[src/shared/socb_pkg.sv]
// Constants, register map and state types of the signal output crossbar
// What this block does
// - Each output follows its own selected source
// - Selector word position picks the output line
// - Positions 0..4 drive front differential outputs
// - Positions 5 and 6 drive NIM outputs
// - 7..14 rear outputs, 15 trigger, 16 sync
// - Codes 0,1 constants; 2..4 backplane lines
// - Codes 5..9 front, 10..17 rear inputs
// - 18 pulser, 19 busy, 20..27 firmware triggers
// - Pulser period held in 4 ns ticks
package socb_pkg;
	// Register port geometry
	localparam int ADDR_W = 16;
	localparam int DATA_W = 32;
	localparam int SEL_W = 5;
	// Crossbar size
	localparam int NUM_OUT = 17;
	localparam int NUM_SOURCES = 28;
	// Byte addresses: selector array, then the pulser period word
	localparam logic [ADDR_W-1:0] SELECTOR_BASE = 16'h0000;
	localparam logic [ADDR_W-1:0] SELECTOR_END = 16'h0044;
	localparam logic [ADDR_W-1:0] PULSER_CYCLE_LENGTH_OFF = 16'h0080;
	// Reset values
	localparam logic [SEL_W-1:0] SELECTOR_RESET = 5'h00;
	localparam logic [DATA_W-1:0] PULSER_RESET = 32'h00000000;
	// Pulser period unit
	localparam int PULSER_TICK_NS = 4;
	// Output line positions in the selector array
	localparam int FRONT_DIFF_OUT_ZERO = 0;
	localparam int FRONT_DIFF_OUT_N = 5;
	localparam int FRONT_NIM_OUT_ZERO = 5;
	localparam int FRONT_NIM_OUT_N = 2;
	localparam int REAR_DIFF_OUT_ZERO = 7;
	localparam int REAR_DIFF_OUT_N = 8;
	localparam int INTERNAL_TRIGGER_NET = 15;
	localparam int INTERNAL_SYNC_NET = 16;
	// Source codes
	localparam logic [SEL_W-1:0] CONST_LOW_CODE = 5'h00;
	localparam logic [SEL_W-1:0] CONST_HIGH_CODE = 5'h01;
	localparam logic [SEL_W-1:0] BACKPLANE_SYNC_CODE = 5'h02;
	localparam logic [SEL_W-1:0] BACKPLANE_TRIG_ONE_CODE = 5'h03;
	localparam logic [SEL_W-1:0] BACKPLANE_TRIG_TWO_CODE = 5'h04;
	localparam logic [SEL_W-1:0] FRONT_DIFF_IN_CODE = 5'h05;
	localparam logic [SEL_W-1:0] REAR_DIFF_IN_CODE = 5'h0A;
	localparam logic [SEL_W-1:0] PULSER_OUT_CODE = 5'h12;
	localparam logic [SEL_W-1:0] BUILDER_BUSY_CODE = 5'h13;
	localparam logic [SEL_W-1:0] FIRMWARE_TRIGGER_CODE = 5'h14;
	localparam logic [SEL_W-1:0] LAST_CODE = 5'h1B;
	// State of one crossbar cell
	typedef struct packed {
		logic [SEL_W-1:0] source_code_field;
		logic line;
	} socb_cell_state_t;
	// State of the top: register port answer and pulser period
	typedef struct packed {
		logic [DATA_W-1:0] pulser_cycle_length;
		logic [DATA_W-1:0] rdata;
		logic rvalid;
	} socb_top_state_t;
endpackage

[src/logic/socb_cell.sv]
// One crossbar cell: a selector word and its registered output line
`timescale 1ns/1ps
module socb_cell
(
	input wire logic clk, // Logic clock
	input wire logic rst_n, // Asynchronous reset, active low
	input wire logic wr_en, // Write strobe for this selector word
	input wire logic [socb_pkg::SEL_W-1:0] wdata, // New source code
	input wire logic [socb_pkg::NUM_SOURCES-1:0] sources, // Source lines
	output logic [socb_pkg::SEL_W-1:0] source_code_field, // Selector
	output logic line // Routed output line
);
	socb_pkg::socb_cell_state_t state; // Registered state
	socb_pkg::socb_cell_state_t next_state; // Next value

	// Selector update and routing from the stored code
	always_comb
	begin
		next_state = state;
		if (wr_en)
		begin
			next_state.source_code_field = wdata;
		end
		// Unused codes drive low so a bad write cannot leave a line floating
		if (state.source_code_field <= socb_pkg::LAST_CODE)
		begin
			next_state.line = sources[state.source_code_field];
		end
		else
		begin
			next_state.line = 1'b0;
		end
	end

	// State register; reset gives code zero, a constant low line
	always_ff @(posedge clk or negedge rst_n)
	begin
		if (!rst_n)
		begin
			state <= '{socb_pkg::SELECTOR_RESET, 1'b0};
		end
		else
		begin
			state <= next_state;
		end
	end

	assign source_code_field = state.source_code_field;
	assign line = state.line;

	// Checks on routing
	sel_write_a: assert property (@(posedge clk) disable iff (!rst_n)
		wr_en |=> source_code_field == $past(wdata))
		else $error("selector not stored");
	const_code_a: assert property (@(posedge clk) disable iff (!rst_n)
		(source_code_field == socb_pkg::CONST_HIGH_CODE) |=> line)
		else $error("constant high code not high");
	unused_code_a: assert property (@(posedge clk) disable iff (!rst_n)
		(source_code_field > socb_pkg::LAST_CODE) |=> !line)
		else $error("unused code not low");
	route_front_a: assert property (@(posedge clk) disable iff (!rst_n)
		(source_code_field == socb_pkg::FRONT_DIFF_IN_CODE)
		|=> line == $past(sources[5]))
		else $error("front input zero not routed");
	route_pulser_a: assert property (@(posedge clk) disable iff (!rst_n)
		(source_code_field == socb_pkg::PULSER_OUT_CODE)
		|=> line == $past(sources[18]))
		else $error("pulser not routed");
	route_sync_a: assert property (@(posedge clk) disable iff (!rst_n)
		(source_code_field == socb_pkg::BACKPLANE_SYNC_CODE)
		|=> line == $past(sources[2]))
		else $error("backplane sync not routed");
	reset_clear_a: assert property (@(posedge clk)
		$rose(rst_n) |-> (source_code_field == 5'h00) && !line)
		else $error("cell not cleared by reset");
	high_seen_c: cover property (@(posedge clk) disable iff (!rst_n)
		(source_code_field == socb_pkg::CONST_HIGH_CODE) ##1 line);
endmodule // socb_cell

[src/logic/socb_crossbar.sv]
// Top of the signal output crossbar with its register port
`timescale 1ns/1ps
module socb_crossbar
(
	input wire logic REF_CLK, // Logic clock, 40 MHz
	input wire logic RESETN, // Asynchronous reset, active low
	input wire logic [socb_pkg::ADDR_W-1:0] REG_ADDR, // Byte address
	input wire logic REG_WR, // Write strobe, one cycle
	input wire logic [socb_pkg::DATA_W-1:0] REG_WDATA, // Write data
	input wire logic REG_RD, // Read strobe, one cycle
	output logic [socb_pkg::DATA_W-1:0] REG_RDATA, // Read data
	output logic REG_RVALID, // Read data valid, one cycle
	input wire logic BP_SYNC, // Backplane sync line
	input wire logic BP_TRIG_ONE, // Backplane trigger one
	input wire logic BP_TRIG_TWO, // Backplane trigger two
	input wire logic [4:0] FRONT_DIFF_IN, // Front differential inputs
	input wire logic [7:0] REAR_DIFF_IN, // Rear differential inputs
	input wire logic PULSER_IN, // Pulser output from pulser logic
	input wire logic BUILDER_BUSY, // Event builder busy
	input wire logic [7:0] FIRMWARE_TRIGGER, // Firmware trigger signals
	output logic [4:0] FRONT_DIFF_OUT, // Front differential outputs
	output logic [1:0] FRONT_NIM_OUT, // Front NIM outputs
	output logic [7:0] REAR_DIFF_OUT, // Rear differential outputs
	output logic INTERNAL_TRIGGER, // Internal trigger net
	output logic INTERNAL_SYNC, // Internal sync net
	output logic [socb_pkg::DATA_W-1:0] PULSER_CYCLE_LENGTH // Period
);
	socb_pkg::socb_top_state_t state; // Registered state
	socb_pkg::socb_top_state_t next_state; // Next value
	logic [socb_pkg::NUM_SOURCES-1:0] sources; // Source bus, code order
	logic [socb_pkg::NUM_OUT-1:0] lines; // Cell outputs
	logic [socb_pkg::SEL_W-1:0] codes [socb_pkg::NUM_OUT]; // Readback
	logic sel_hit; // Address falls in the selector array
	logic [4:0] sel_index; // Word position within the array

	// Sources in code order: bit n is the line that code n names
	assign sources = {FIRMWARE_TRIGGER, BUILDER_BUSY, PULSER_IN,
		REAR_DIFF_IN, FRONT_DIFF_IN, BP_TRIG_TWO, BP_TRIG_ONE, BP_SYNC,
		1'b1, 1'b0};

	// Selector decode: word aligned and inside the array
	assign sel_hit = (REG_ADDR[1:0] == 2'h0)
		&& (REG_ADDR >= socb_pkg::SELECTOR_BASE)
		&& (REG_ADDR < socb_pkg::SELECTOR_END);
	assign sel_index = REG_ADDR[6:2];

	// One cell per output; its array position fixes which line it drives
	generate
		for (genvar i = 0; i < socb_pkg::NUM_OUT; i++)
		begin : g_cell
			socb_cell u_cell
			(
				.clk(REF_CLK),
				.rst_n(RESETN),
				.wr_en(REG_WR && sel_hit && (sel_index == 5'(i))),
				.wdata(REG_WDATA[socb_pkg::SEL_W-1:0]),
				.sources(sources),
				.source_code_field(codes[i]),
				.line(lines[i])
			);
		end
	endgenerate

	// Register writes and reads; unmapped reads return zero
	always_comb
	begin
		next_state = state;
		next_state.rvalid = REG_RD;
		next_state.rdata = 32'h00000000;
		if (REG_WR && (REG_ADDR == socb_pkg::PULSER_CYCLE_LENGTH_OFF))
		begin
			next_state.pulser_cycle_length = REG_WDATA;
		end
		if (REG_RD && sel_hit)
		begin
			// Reserved bits above the code read as zero
			next_state.rdata = {27'h0000000, codes[sel_index]};
		end
		else if (REG_RD
			&& (REG_ADDR == socb_pkg::PULSER_CYCLE_LENGTH_OFF))
		begin
			next_state.rdata = state.pulser_cycle_length;
		end
	end

	// State register
	always_ff @(posedge REF_CLK or negedge RESETN)
	begin
		if (!RESETN)
		begin
			state <= '{socb_pkg::PULSER_RESET, 32'h00000000,
				1'b0};
		end
		else
		begin
			state <= next_state;
		end
	end

	// Outputs come straight from cell or top flip-flops
	assign REG_RDATA = state.rdata;
	assign REG_RVALID = state.rvalid;
	assign PULSER_CYCLE_LENGTH = state.pulser_cycle_length;
	assign FRONT_DIFF_OUT = lines[socb_pkg::FRONT_DIFF_OUT_ZERO +:
		socb_pkg::FRONT_DIFF_OUT_N];
	assign FRONT_NIM_OUT = lines[socb_pkg::FRONT_NIM_OUT_ZERO +:
		socb_pkg::FRONT_NIM_OUT_N];
	assign REAR_DIFF_OUT = lines[socb_pkg::REAR_DIFF_OUT_ZERO +:
		socb_pkg::REAR_DIFF_OUT_N];
	assign INTERNAL_TRIGGER = lines[socb_pkg::INTERNAL_TRIGGER_NET];
	assign INTERNAL_SYNC = lines[socb_pkg::INTERNAL_SYNC_NET];

	// Checks on the register port and the line mapping
	period_write_a: assert property (@(posedge REF_CLK) disable iff (!RESETN)
		REG_WR && (REG_ADDR == 16'h0080)
		|=> PULSER_CYCLE_LENGTH == $past(REG_WDATA))
		else $error("pulser period not stored");
	read_answer_a: assert property (@(posedge REF_CLK) disable iff (!RESETN)
		REG_RD |=> REG_RVALID ##1 !REG_RVALID || $past(REG_RD))
		else $error("read answer timing wrong");
	front_map_a: assert property (@(posedge REF_CLK) disable iff (!RESETN)
		REG_WR && (REG_ADDR == 16'h0000) && (REG_WDATA[4:0] == 5'h01)
		|-> ##2 FRONT_DIFF_OUT[0])
		else $error("position 0 not front output 0");
	nim_map_a: assert property (@(posedge REF_CLK) disable iff (!RESETN)
		REG_WR && (REG_ADDR == 16'h0018) && (REG_WDATA[4:0] == 5'h01)
		|-> ##2 FRONT_NIM_OUT[1])
		else $error("position 6 not NIM output 1");
	rear_map_a: assert property (@(posedge REF_CLK) disable iff (!RESETN)
		REG_WR && (REG_ADDR == 16'h001C) && (REG_WDATA[4:0] == 5'h01)
		|-> ##2 REAR_DIFF_OUT[0])
		else $error("position 7 not rear output 0");
	sync_map_a: assert property (@(posedge REF_CLK) disable iff (!RESETN)
		REG_WR && (REG_ADDR == 16'h0040) && (REG_WDATA[4:0] == 5'h01)
		|-> ##2 INTERNAL_SYNC)
		else $error("position 16 not sync net");
	reset_low_a: assert property (@(posedge REF_CLK)
		$rose(RESETN) |-> (PULSER_CYCLE_LENGTH == 32'h00000000)
		&& (FRONT_DIFF_OUT == 5'h00) && !INTERNAL_TRIGGER)
		else $error("outputs not low after reset");
	trig_route_c: cover property (@(posedge REF_CLK) disable iff (!RESETN)
		REG_WR && (REG_ADDR == 16'h003C) ##2 INTERNAL_TRIGGER);
	period_read_c: cover property (@(posedge REF_CLK) disable iff (!RESETN)
		REG_RD && (REG_ADDR == 16'h0080) ##1 REG_RVALID);
	busy_route_c: cover property (@(posedge REF_CLK) disable iff (!RESETN)
		REG_WR && (REG_WDATA[4:0] == 5'h13) ##2 BUILDER_BUSY);
endmodule // socb_crossbar

[config.mk]
export PLATFORM = sky130hd
export DESIGN_NAME = socb_crossbar
export DESIGN_NICKNAME = d
export VERILOG_FILES = /design/src/shared/socb_pkg.sv /design/src/logic/socb_cell.sv /design/src/logic/socb_crossbar.sv
export SDC_FILE = /design/constraint.sdc
export NUM_CORES = 1
export LEC_CHECK = 0
export CORE_MARGIN = 3
export CORE_UTILIZATION = 30
export CTS_BUF_LIST = sky130_fd_sc_hd__clkbuf_4
export DETAILED_ROUTE_END_ITERATION = 6
export DONT_BUFFER_PORTS = 1
export GPL_TIMING_DRIVEN = 1
export PLACE_DENSITY_LB_ADDON = 0.2
export SYNTH_ARGS = -nofsm -noshare
export SYNTH_HDL_FRONTEND = slang
export SYNTH_SLANG_ARGS = --single-unit
[constraint.sdc]
create_clock -name REF_CLK -period 3.9 [get_ports REF_CLK]
set_input_delay 0.78 -clock REF_CLK [delete_from_list [all_inputs] [get_ports REF_CLK]]
set_output_delay 0.78 -clock REF_CLK [all_outputs]
set_load 0.01 [all_outputs]
---- Word level (Yosys, flattened, before mapping) ----
Cells that the tools add are included.
word-level totals
  register bits after elaboration ......... 167
  input port bits ......................... 78
  output and inout port bits .............. 82
  word-level logic and storage cells ...... 173
cells by class
  order comparisons ....................... 37
  eq/ne operators ......................... 17
  mux-type cells .......................... 56
  bitwise gates (word level) .............. 1
  reduce and logical (&&, ||, !) cells .... 25
operators with widths
  operator                                                                        number
  5-bit by 6-bit less-than comparator with 1-bit output (second input constant)   17
  1-bit binary-select mux with 5-bit select                                       17
  5-bit less-or-equal comparator (second input constant)                          17
  32-bit two-way mux                                                              2
  5-bit by 4-bit == test with 1-bit output (second input constant)                8
  1-bit two-way mux                                                               34
  5-bit binary-select mux with 5-bit select                                       1
  1-bit logical AND                                                               23
  5-bit by 3-bit == test with 1-bit output (second input constant)                4
  16-bit by 8-bit == test with 1-bit output (second input constant)               1
  16-bit by 1-bit >= comparator with 1-bit output (second input constant)         1
  16-bit by 7-bit less-than comparator with 1-bit output (second input constant)  1
  5-bit by 2-bit == test with 1-bit output (second input constant)                2
  5-bit two-way mux                                                               2
  6-bit >= comparator (second input constant)                                     1
  5-bit NOT with 6-bit output                                                     1
  5-bit by 1-bit == test with 1-bit output (second input constant)                1
  5-bit == test (second input constant)                                           1
  5-bit zero test                                                                 1
  2-bit zero test                                                                 1

---- Longest topological paths before layout ----
Gate-level depths: netlist of the first run.
  depth in word-level cells ............... 5
  mapped depth ............................ 7
  mapped depth without buffers ............ 5

---- Hierarchy ----
Synthesis of the first run repeated with hierarchy kept, for this count alone.
second synthesis, totals
  cell total of the unflattened synthesis .. 876
  area, all modules ....................... 11,765.0 um^2
by module, submodules not included
  module         times used  cells each  area an instance (um^2)  seq. area each (um^2)
  socb_cell      17          37          496.7                    150.1
  socb_crossbar  1           247         3,320.7                  1,626.6

---- Worst setup path after synthesis of the first run ----
No wires, ideal clock.
  kind .................................... in2reg
  start ................................... input port REG_ADDR[1] in the netlist's numbering
  end ..................................... register g_cell[13].u_cell.state (netlist bit g_cell[13].u_cell.source_code_field[0])
  library setup time ...................... 0.125 ns
  data arrival time ....................... 2.423 ns
  data required time ...................... 3.775 ns
  setup slack ............................. 1.352 ns
  cell stages on the path ................. 5
  buffers on the path ..................... 0
  cells stage by stage .................... or4_4 -> nor4_4 -> nand3_1 -> nor2_2 -> mux2_2
between the ends
  cells in the longest elaborated chain, start to end .. 5
  elaborated cells between the ends (all ways) .. 7
  those cells by class .................... order compare (2); reduce/logical (5)
RTL lines
  element                                                                                    line                                      text
  start, declared                                                                            socb_crossbar.sv:7                        input wire logic [socb_pkg::ADDR_W-1:0] REG_ADDR,
  16-bit by 1-bit >= comparator with 1-bit output / 2-bit zero test (equally long branches)  socb_crossbar.sv:43, socb_crossbar.sv:42
  1-bit logical AND                                                                          socb_crossbar.sv:43                       && (REG_ADDR >= socb_pkg::SELECTOR_BASE)
  1-bit logical AND *                                                                        socb_crossbar.sv:44                       && (REG_ADDR < socb_pkg::SELECTOR_END);
  1-bit logical AND * (2 in a row)                                                           socb_crossbar.sv:55                       .wr_en(REG_WR && sel_hit && (sel_index == 5'(i))),
  end signal, assigned                                                                       socb_cell.sv:40                           state <= '{socb_pkg::SELECTOR_RESET, 1'b0};
  end signal, assigned                                                                       socb_cell.sv:44                           state <= next_state;
  end, declared                                                                              socb_cell.sv:13                           socb_pkg::socb_cell_state_t state;
Mark *: on every way between the ends. The rest lies on a longest branch, timed or not.
A chain may end at the register's enable or synchronous reset.

---- Final worst setup path of the first run ----
  start ................................... input port REG_ADDR[1] in the netlist's numbering
  end ..................................... register g_cell[13].u_cell.state (netlist bit g_cell[13].u_cell.source_code_field[4])
The elaborated chain is that of the path after synthesis.

==> results of run 1 <==
## worst min-delay path by stage
stage | depth (start not counted) | start | endpoint
6_report | 0 | RESETN | REG_RDATA[16]$_DFF_PN0_
5_1_grt | 0 | RESETN | g_cell[8].u_cell.source_code_field[0]$_DFFE_PN0P_
4_1_cts | 0 | RESETN | g_cell[8].u_cell.source_code_field[0]$_DFFE_PN0P_
3_5_place_dp | 0 | RESETN | REG_RDATA[17]$_DFF_PN0_
3_3_place_gp | 0 | RESETN | PULSER_CYCLE_LENGTH[17]$_DFFE_PN0P_
2_1_floorplan | 0 | RESETN | PULSER_CYCLE_LENGTH[0]$_DFFE_PN0P_
## power by group through the flow
stage          registers (mW)  clock network, mW  logic (mW)
6_report                 1.74               1.15       0.141
5_1_grt                  1.74               1.24       0.148
4_1_cts                  1.74               1.17       0.139
3_5_place_dp             1.77                  0       0.139
3_3_place_gp             1.77                  0       0.136
2_1_floorplan            1.77                  0       0.165
## cell type report
| cell class | instances | area (um^2) |
|---|---|---|
| fill | 3404 | 23600 |
| multi-input combinational | 484 | 5970 |
| sequential | 167 | 4180 |
| tap | 455 | 569 |
| clock inverter | 14 | 178 |
| clock buffer | 18 | 135 |
| timing repair buffer | 4 | 30.0 |
| inverter | 3 | 11.3 |
| antenna | 3 | 7.51 |
## layer usage
metal,wire length [um],track usage,vias up
met3,3600,0.0596,66
li1,-,-,2783
met2,17400,0.297,455
met5,0,0,-
met4,794,0.0588,0
met1,14500,0.254,3799
## flip-flops by register name (all words and copies together), names as in the netlist
signal / count
REG_RDATA: 32
g_cell.u_cell.source_code_field: 85
PULSER_CYCLE_LENGTH: 32
g_cell.u_cell.line: 17
REG_RVALID: 1
## cell families after synthesis
kind of cell | after synthesis | synth area share
multiplexers | 300 | 0.451
flip-flops | 167 | 0.394
AND/OR/NAND/NOR | 112 | 0.0712
buffers and inverters | 101 | 0.0428
AO/OA/AOI/OAI | 72 | 0.0405
## worst max-delay path: cells and delay by family
kind | cells | cell delay (ps)
AND/OR/NAND/NOR | 4 | 1640
multiplexers | 1 | 370
## cells in the final DEF, fill, tap and decap left out, types with 4 or more instances in the layout
master and instances:
nor2b_1 4, nand3_1 7, a21o_1 5, o21ai_0 17
buf_4 4, a21oi_1 17, mux2_1 4, mux2_2 130
mux2i_1 37, a31oi_1 22, nand3b_1 18, dfrtp_1 167
nand2_1 12, and2_1 29, nand4_1 7, a22oi_1 10
nor2_1 6, inv_8 5, clkbuf_4 18, mux4_2 129
==> results by group, run 1 <==
Layout
  – Util after Layout: 0.319
  – Layout cell share with drive strength beyond 1: 0.455
  – Final cell count without fillers: around 1,100
  – Design area: approximately 11,000 um^2
  – Syn-to-layout area delta: 4.50%
  – Final #Nets: between 700 and 800

Timing
  – RSZ-0062 raised after global routing: no
  – Setup slack after layout: 1630 ps
  – Slew margin rel.: 0.356
  – Setup Skew: around 37 ps
  – FMAX: approximately 440 MHz
  – WHS: -201 ps
  – Post-route minimum period: 2270 ps
  – Finish-stage setup viols: 0
  – Final period util: 0.583
  – Worst-margin pin slew: roughly 960 ps
  – Slew Limit Fails: 0
  – Setup TNS: 0 ps
  – Final Hold Vio Count: roughly 170

Run status
  – Status: complete, but fails checks
  – Failing checks: negative hold slack

Global route
  – Largest net degree at the start of global routing: approximately 170
  – First-pass GRT wire length: 53,000 um
  – Initial antenna violation count: 1
  – GRT overflow: 0
  – GR Util All Layers: 0.190
  – Vias in the first global route: approximately 7,500

Pwr
  – Power share of the combinational group: 0.047
  – Pint: roughly 2.2 mW
  – Flop pwr share: 0.574
  – Clock power share: 0.380
  – Sw Share: 0.274
  – Pwr dens: 273 nW/um^2
  – Leakage: ~4.5 nW
  – Pwr Total: a little over 3 mW
  – Sw power: slightly above 0.8 mW
  – Max VDD drop: between 0.00015 and 0.0002 V

Clock network
  – CTS Buf Count: 17
  – Htree depth: 4
  – Post-CTS Setup Bufs: 0
  – CTS resizes: 0
  – Clock Latency Late Sink: between 600 and 700 ps
  – TritonCTS clock tree: done
  – Clock tree buffer depth: 2
  – Clk slew on worst S/H paths: between 150 and 200 ps
  – Clock sinks: about 170
  – Root Buffer: clkbuf_4

Logic synthesis
  – Post-synth top cells: dfrtp_1, mux2_2, mux4_2, clkbuf_1, mux2i_1
  – Post-synthesis sequential area ratio: 0.394
  – Top FF cell, synth: dfrtp_1
  – Synth area leaders: dfrtp_1, mux4_2, mux2_2, mux2i_1, clkbuf_1
  – Syn Nets: between 800 and 900
  – Synthesized area: approximately 11,000 um^2
  – Most frequent cell after synthesis: dfrtp_1
  – Synth unique cells: 42
  – Synth Area per Inst: around 14 um^2
  – EDFF count, synth: 0
  – Asr flop ratio synth: 1.00
  – Syn Inst Count: roughly 750
  – Share of the synthesized area in the top cell type: 0.394
  – Seq cells post-synth: approximately 170
  – Synth area leader: dfrtp_1
  – Synth warnings: 0

Critical path
  – Slowest Stage Delay on Critical Path: between 500 and 600 ps
  – Critical path required time: about 4400 ps
  – Worst Setup Start Kind: input port
  – Worst r2r src: g_cell[8].u_cell.source_code_field[0]$_DFFE_PN0P_
  – R2r setup slk: between 1500 and 2000 ps
  – Crit path arrival time: 2800 ps
  – Reg2reg end: g_cell[8].u_cell.line$_DFF_PN0_
  – CP Launch Point: REG_ADDR[1]
  – Critical path fanouts, max: 5
  – Cells along the critical path: or4_4, nor4_4, nand3_1, nor2_2, mux2_2
  – R2r worst-path depth: 3
  – Crit Path Class: in -> reg
  – Worst path slowest cell: or4_4
  – Worst Setup EP: g_cell[13].u_cell.source_code_field[4]$_DFFE_PN0P_
  – Critical Path Sink Type: flop

Placement
  – Placed cell area: between 10,000 and 15,000 um^2
  – HPWL Detailed: roughly 22,000 um
  – Dpl ws: slightly below 1000 ps
  – RD Place Congestion: approximately 0.86
  – Post-Place Cells: about 1,100
  – PortBufs: 0

Route
  – Final WL: 36,300 um
  – Average wire per standard cell: 31.6 um
  – Vias per cell: 6.19
  – TritonRoute pass-1 iters: 6
  – DRC viols: 0
  – Drt initial violations: about 840
  – Antenna Violating Nets Remaining: 0
  – Vias: a little over 7,000

Hold path
  – Hold Crit Class: in -> async

Floorplanning
  – Die width: approximately 190 um
  – Row cnt: between 60 and 70
  – Initial Utilization: 0.305
  – Ports: between 150 and 200
  – Die area: ~38,000 um^2
  – Die height: 194 um
  – Total core area: approximately 35,000 um^2

Flow run
  – Max Cap Violations: 0
No activity file was read; power rests on OpenSTA's default activity.
==> inputs of run 2 (changes only) <==
==> constraint.sdc (replaced) <==
create_clock -name REF_CLK -period 1.9 [get_ports REF_CLK]
set_input_delay 0.38 -clock REF_CLK [delete_from_list [all_inputs] [get_ports REF_CLK]]
set_output_delay 0.38 -clock REF_CLK [all_outputs]
set_load 0.01 [all_outputs]
==> results by group, run 2 (synthesis results as in run 1) <==
Run status
  – Status: complete, but fails checks
  – Failing checks: negative hold slack, negative setup slack

Critical path
  – Critical path fanouts, max: 6 (+1)
  – CP top delay family: multiplexers
  – Worst Setup Start Kind: flop
  – Instance count on the critical path: 3 (-2)
  – Critical path required time: 2410 ps (-2020 ps)
  – Slowest Stage Delay on Critical Path: 520 ps (-40 ps)
  – Reg2reg end: g_cell[11].u_cell.line$_DFF_PN0_
  – Buffers and inverters on the worst path: 0 (unchanged)
  – Cells along the critical path: mux4_2, mux4_2, mux2_4
  – R2r worst-path depth: 3 (unchanged)
  – R2r setup slk: -20 ps (-1720 ps)
  – Worst r2r src: g_cell[11].u_cell.source_code_field[0]$_DFFE_PN0P_
  – Worst path slowest cell: mux4_2
  – Critical Path Sink Type: flop
  – Crit path arrival time: 2430 ps (-370 ps)
  – Worst Setup EP: g_cell[11].u_cell.line$_DFF_PN0_
  – Crit Path Class: reg -> reg
  – CP Launch Point: g_cell[11].u_cell.source_code_field[0]$_DFFE_PN0P_
  – Most frequent CP cell: mux4_2

Clock network
  – TritonCTS clock tree: done
  – Hold-fix buffers at CTS: 33
  – Htree depth: 4 (unchanged)
  – Clock Latency Late Sink: 640 ps (about the same)
  – Root Buffer: clkbuf_4
  – Clock tree buffer depth: 2 (unchanged)
  – CTS Buf Count: 17 (unchanged)
  – Clock sinks: 167 (unchanged)
  – Clk slew on worst S/H paths: 160 ps (-20 ps)

Global route
  – Largest net degree at the start of global routing: 168 (unchanged)
  – GR Util All Layers: 0.201 (+0.0110)
  – Vias in the first global route: 8,046 (+6.6%)
  – First-pass GRT wire length: 55,600 um (+5.1%)
  – Initial antenna violation count: 2 (+1)
  – GRT overflow: 0 (unchanged)

Timing
  – Slew Limit Fails: 0 (unchanged)
  – FMAX: roughly 520 MHz
  – Slew margin rel.: 0.211 (-0.145)
  – Finish-stage setup viols: 4 (+4)
  – Worst-margin pin slew: 1180 ps (+220 ps)
  – Post-route minimum period: 1920 ps
  – Final Hold Vio Count: 167 (unchanged)
  – Setup slack after layout: -15.2 ps (-1640 ps)
  – RSZ-0062 raised after global routing: yes
  – Setup TNS: -24.8 ps (-24.8 ps)
  – Setup Skew: 29.5 ps (-7.76 ps)
  – WHS: -574 ps (-372 ps)
  – Final period util: 1.01

Route
  – TritonRoute pass-1 iters: 5 (-1)
  – Vias per cell: 6.00 (-3.0%)
  – Drt initial violations: 662 (-21%)
  – Vias: 7,522 (+5.9%)
  – Antenna Violating Nets Remaining: 0 (unchanged)
  – DRC viols: 0 (unchanged)
  – Final WL: 38,200 um (+5.3%)
  – Average wire per standard cell: 30.5 um (-3.5%)

Pwr
  – Pwr dens: 491 nW/um^2 (+80%)
  – Leakage: 5.10 nW (+13%)
  – Pwr Total: 6.00 mW (+98%)
  – Max VDD drop: 0.000411 V (+140%)

Placement
  – Dpl ws: -423 ps (-1390 ps)
  – HPWL Detailed: 23,300 um (+3.7%)
  – Post-Place Cells: 1,178 (+5.8%)
  – PortBufs: 0 (unchanged)
  – RD Place Congestion: 0.879 (+2.6%)

Hold path
  – Hold Crit Class: in -> async

Layout
  – Most frequent cells in the layout: dfrtp_1, mux4_2, mux2_2
  – Final #Nets: 858 (+14%)
  – Layout cell share with drive strength beyond 1: 0.518 (+0.0632)
  – Max reg flops: 85 (unchanged)
  – Final cell count without fillers: 1,253 (+9.1%)
  – Reg with most FFs: g_cell.u_cell.source_code_field
  – Commonest non-fill, non-tap cell in the layout: dfrtp_1
  – # fillers: 3,371 (-0.97%)
  – Syn-to-layout area delta: 15.4%

Floorplanning
  – Ports: 160 (unchanged)
  – Die width: 194 um (unchanged)
  – Total core area: 34,700 um^2 (unchanged)
  – Row cnt: 68 (unchanged)
  – Die height: 194 um (unchanged)
  – Initial Utilization: 0.305 (unchanged)
  – Die area: 37,600 um^2 (unchanged)

Flow run
  – Max Cap Violations: 0 (unchanged)
run 2: cell count changes in the layout (fill, tap and decap cells not counted), sizes merged:
| cell | before | now |
|---|---|---|
| clkinvlp | 1 | 3 |
| buf | 4 | 77 |
| diode | 3 | 5 |
| dlygate4sd3 | 0 | 30 |
| bufinv | 1 | 0 |
| clkinv | 6 | 5 |
run 2: power by group:
group          switching, mW  internal (mW)  total (mW)
Sequential           0.00243           3.56        3.56
Clock                   1.45          0.565        2.01
Combinational          0.162          0.267       0.429
run 2: metal layers:
| metal | part of all wire | GRT usage | routed length [um] | vias to the layer above |
|---|---|---|---|---|
| li1 | - | - | - | 2991 |
| met4 | 0.042 | 0.0875 | 1610 | 0 |
| met3 | 0.099 | 0.0560 | 3790 | 123 |
| met2 | 0.47 | 0.319 | 18200 | 490 |
| met1 | 0.38 | 0.259 | 14700 | 3918 |
| met5 | 0 | 0 | 0 | - |
run 2: area by class of cell:
| cell class | instances | area [um^2] | share of cell area |
|---|---|---|---|
| inverter | 3 | 11.3 | 0.000921 |
| clock inverter | 14 | 114 | 0.00931 |
| timing repair buffer | 107 | 991 | 0.0810 |
| antenna | 5 | 12.5 | 0.00102 |
| multi-input combinational | 484 | 6190 | 0.507 |
| tap | 455 | 569 | 0.0466 |
| sequential | 167 | 4200 | 0.344 |
| clock buffer | 18 | 135 | 0.0110 |
run 2: worst min path at each step:
stage	endpoint	cells past startpoint	from	slack (ps)
6_report	g_cell[5].u_cell.line$_DFF_PN0_	0	RESETN	-570
5_1_grt	g_cell[13].u_cell.source_code_field[0]$_DFFE_PN0P_	0	RESETN	-670
4_1_cts	g_cell[13].u_cell.source_code_field[0]$_DFFE_PN0P_	0	RESETN	-640
3_5_place_dp	g_cell[3].u_cell.source_code_field[0]$_DFFE_PN0P_	0	RESETN	100
3_3_place_gp	g_cell[3].u_cell.source_code_field[0]$_DFFE_PN0P_	0	RESETN	100
2_1_floorplan	PULSER_CYCLE_LENGTH[0]$_DFFE_PN0P_	0	RESETN	80
run 2: worst reg2reg max path: stages, from the launching register on:
cell and delay [ps]:
dfrtp_2 500, mux4_2 520, mux4_2 470, mux2_4 290
run 2: repair_timing:
item                                    4_1_cts  5_1_grt
setup buffers                                 3        2
resized for setup                            16       11
endpoints found under the setup margin       15       14
hold endpoints to repair                    285      167
run 2: through the flow:
stage	hold WS, ps	instance area [um^2]	util
2_1_floorplan	84.4	10800	-
3_3_place_gp	95.9	11500	0.332
3_5_place_dp	96.8	11500	0.332
4_1_cts	-639	12200	0.351
5_1_grt	-668	12200	0.352
6_report	-574	12200	0.352
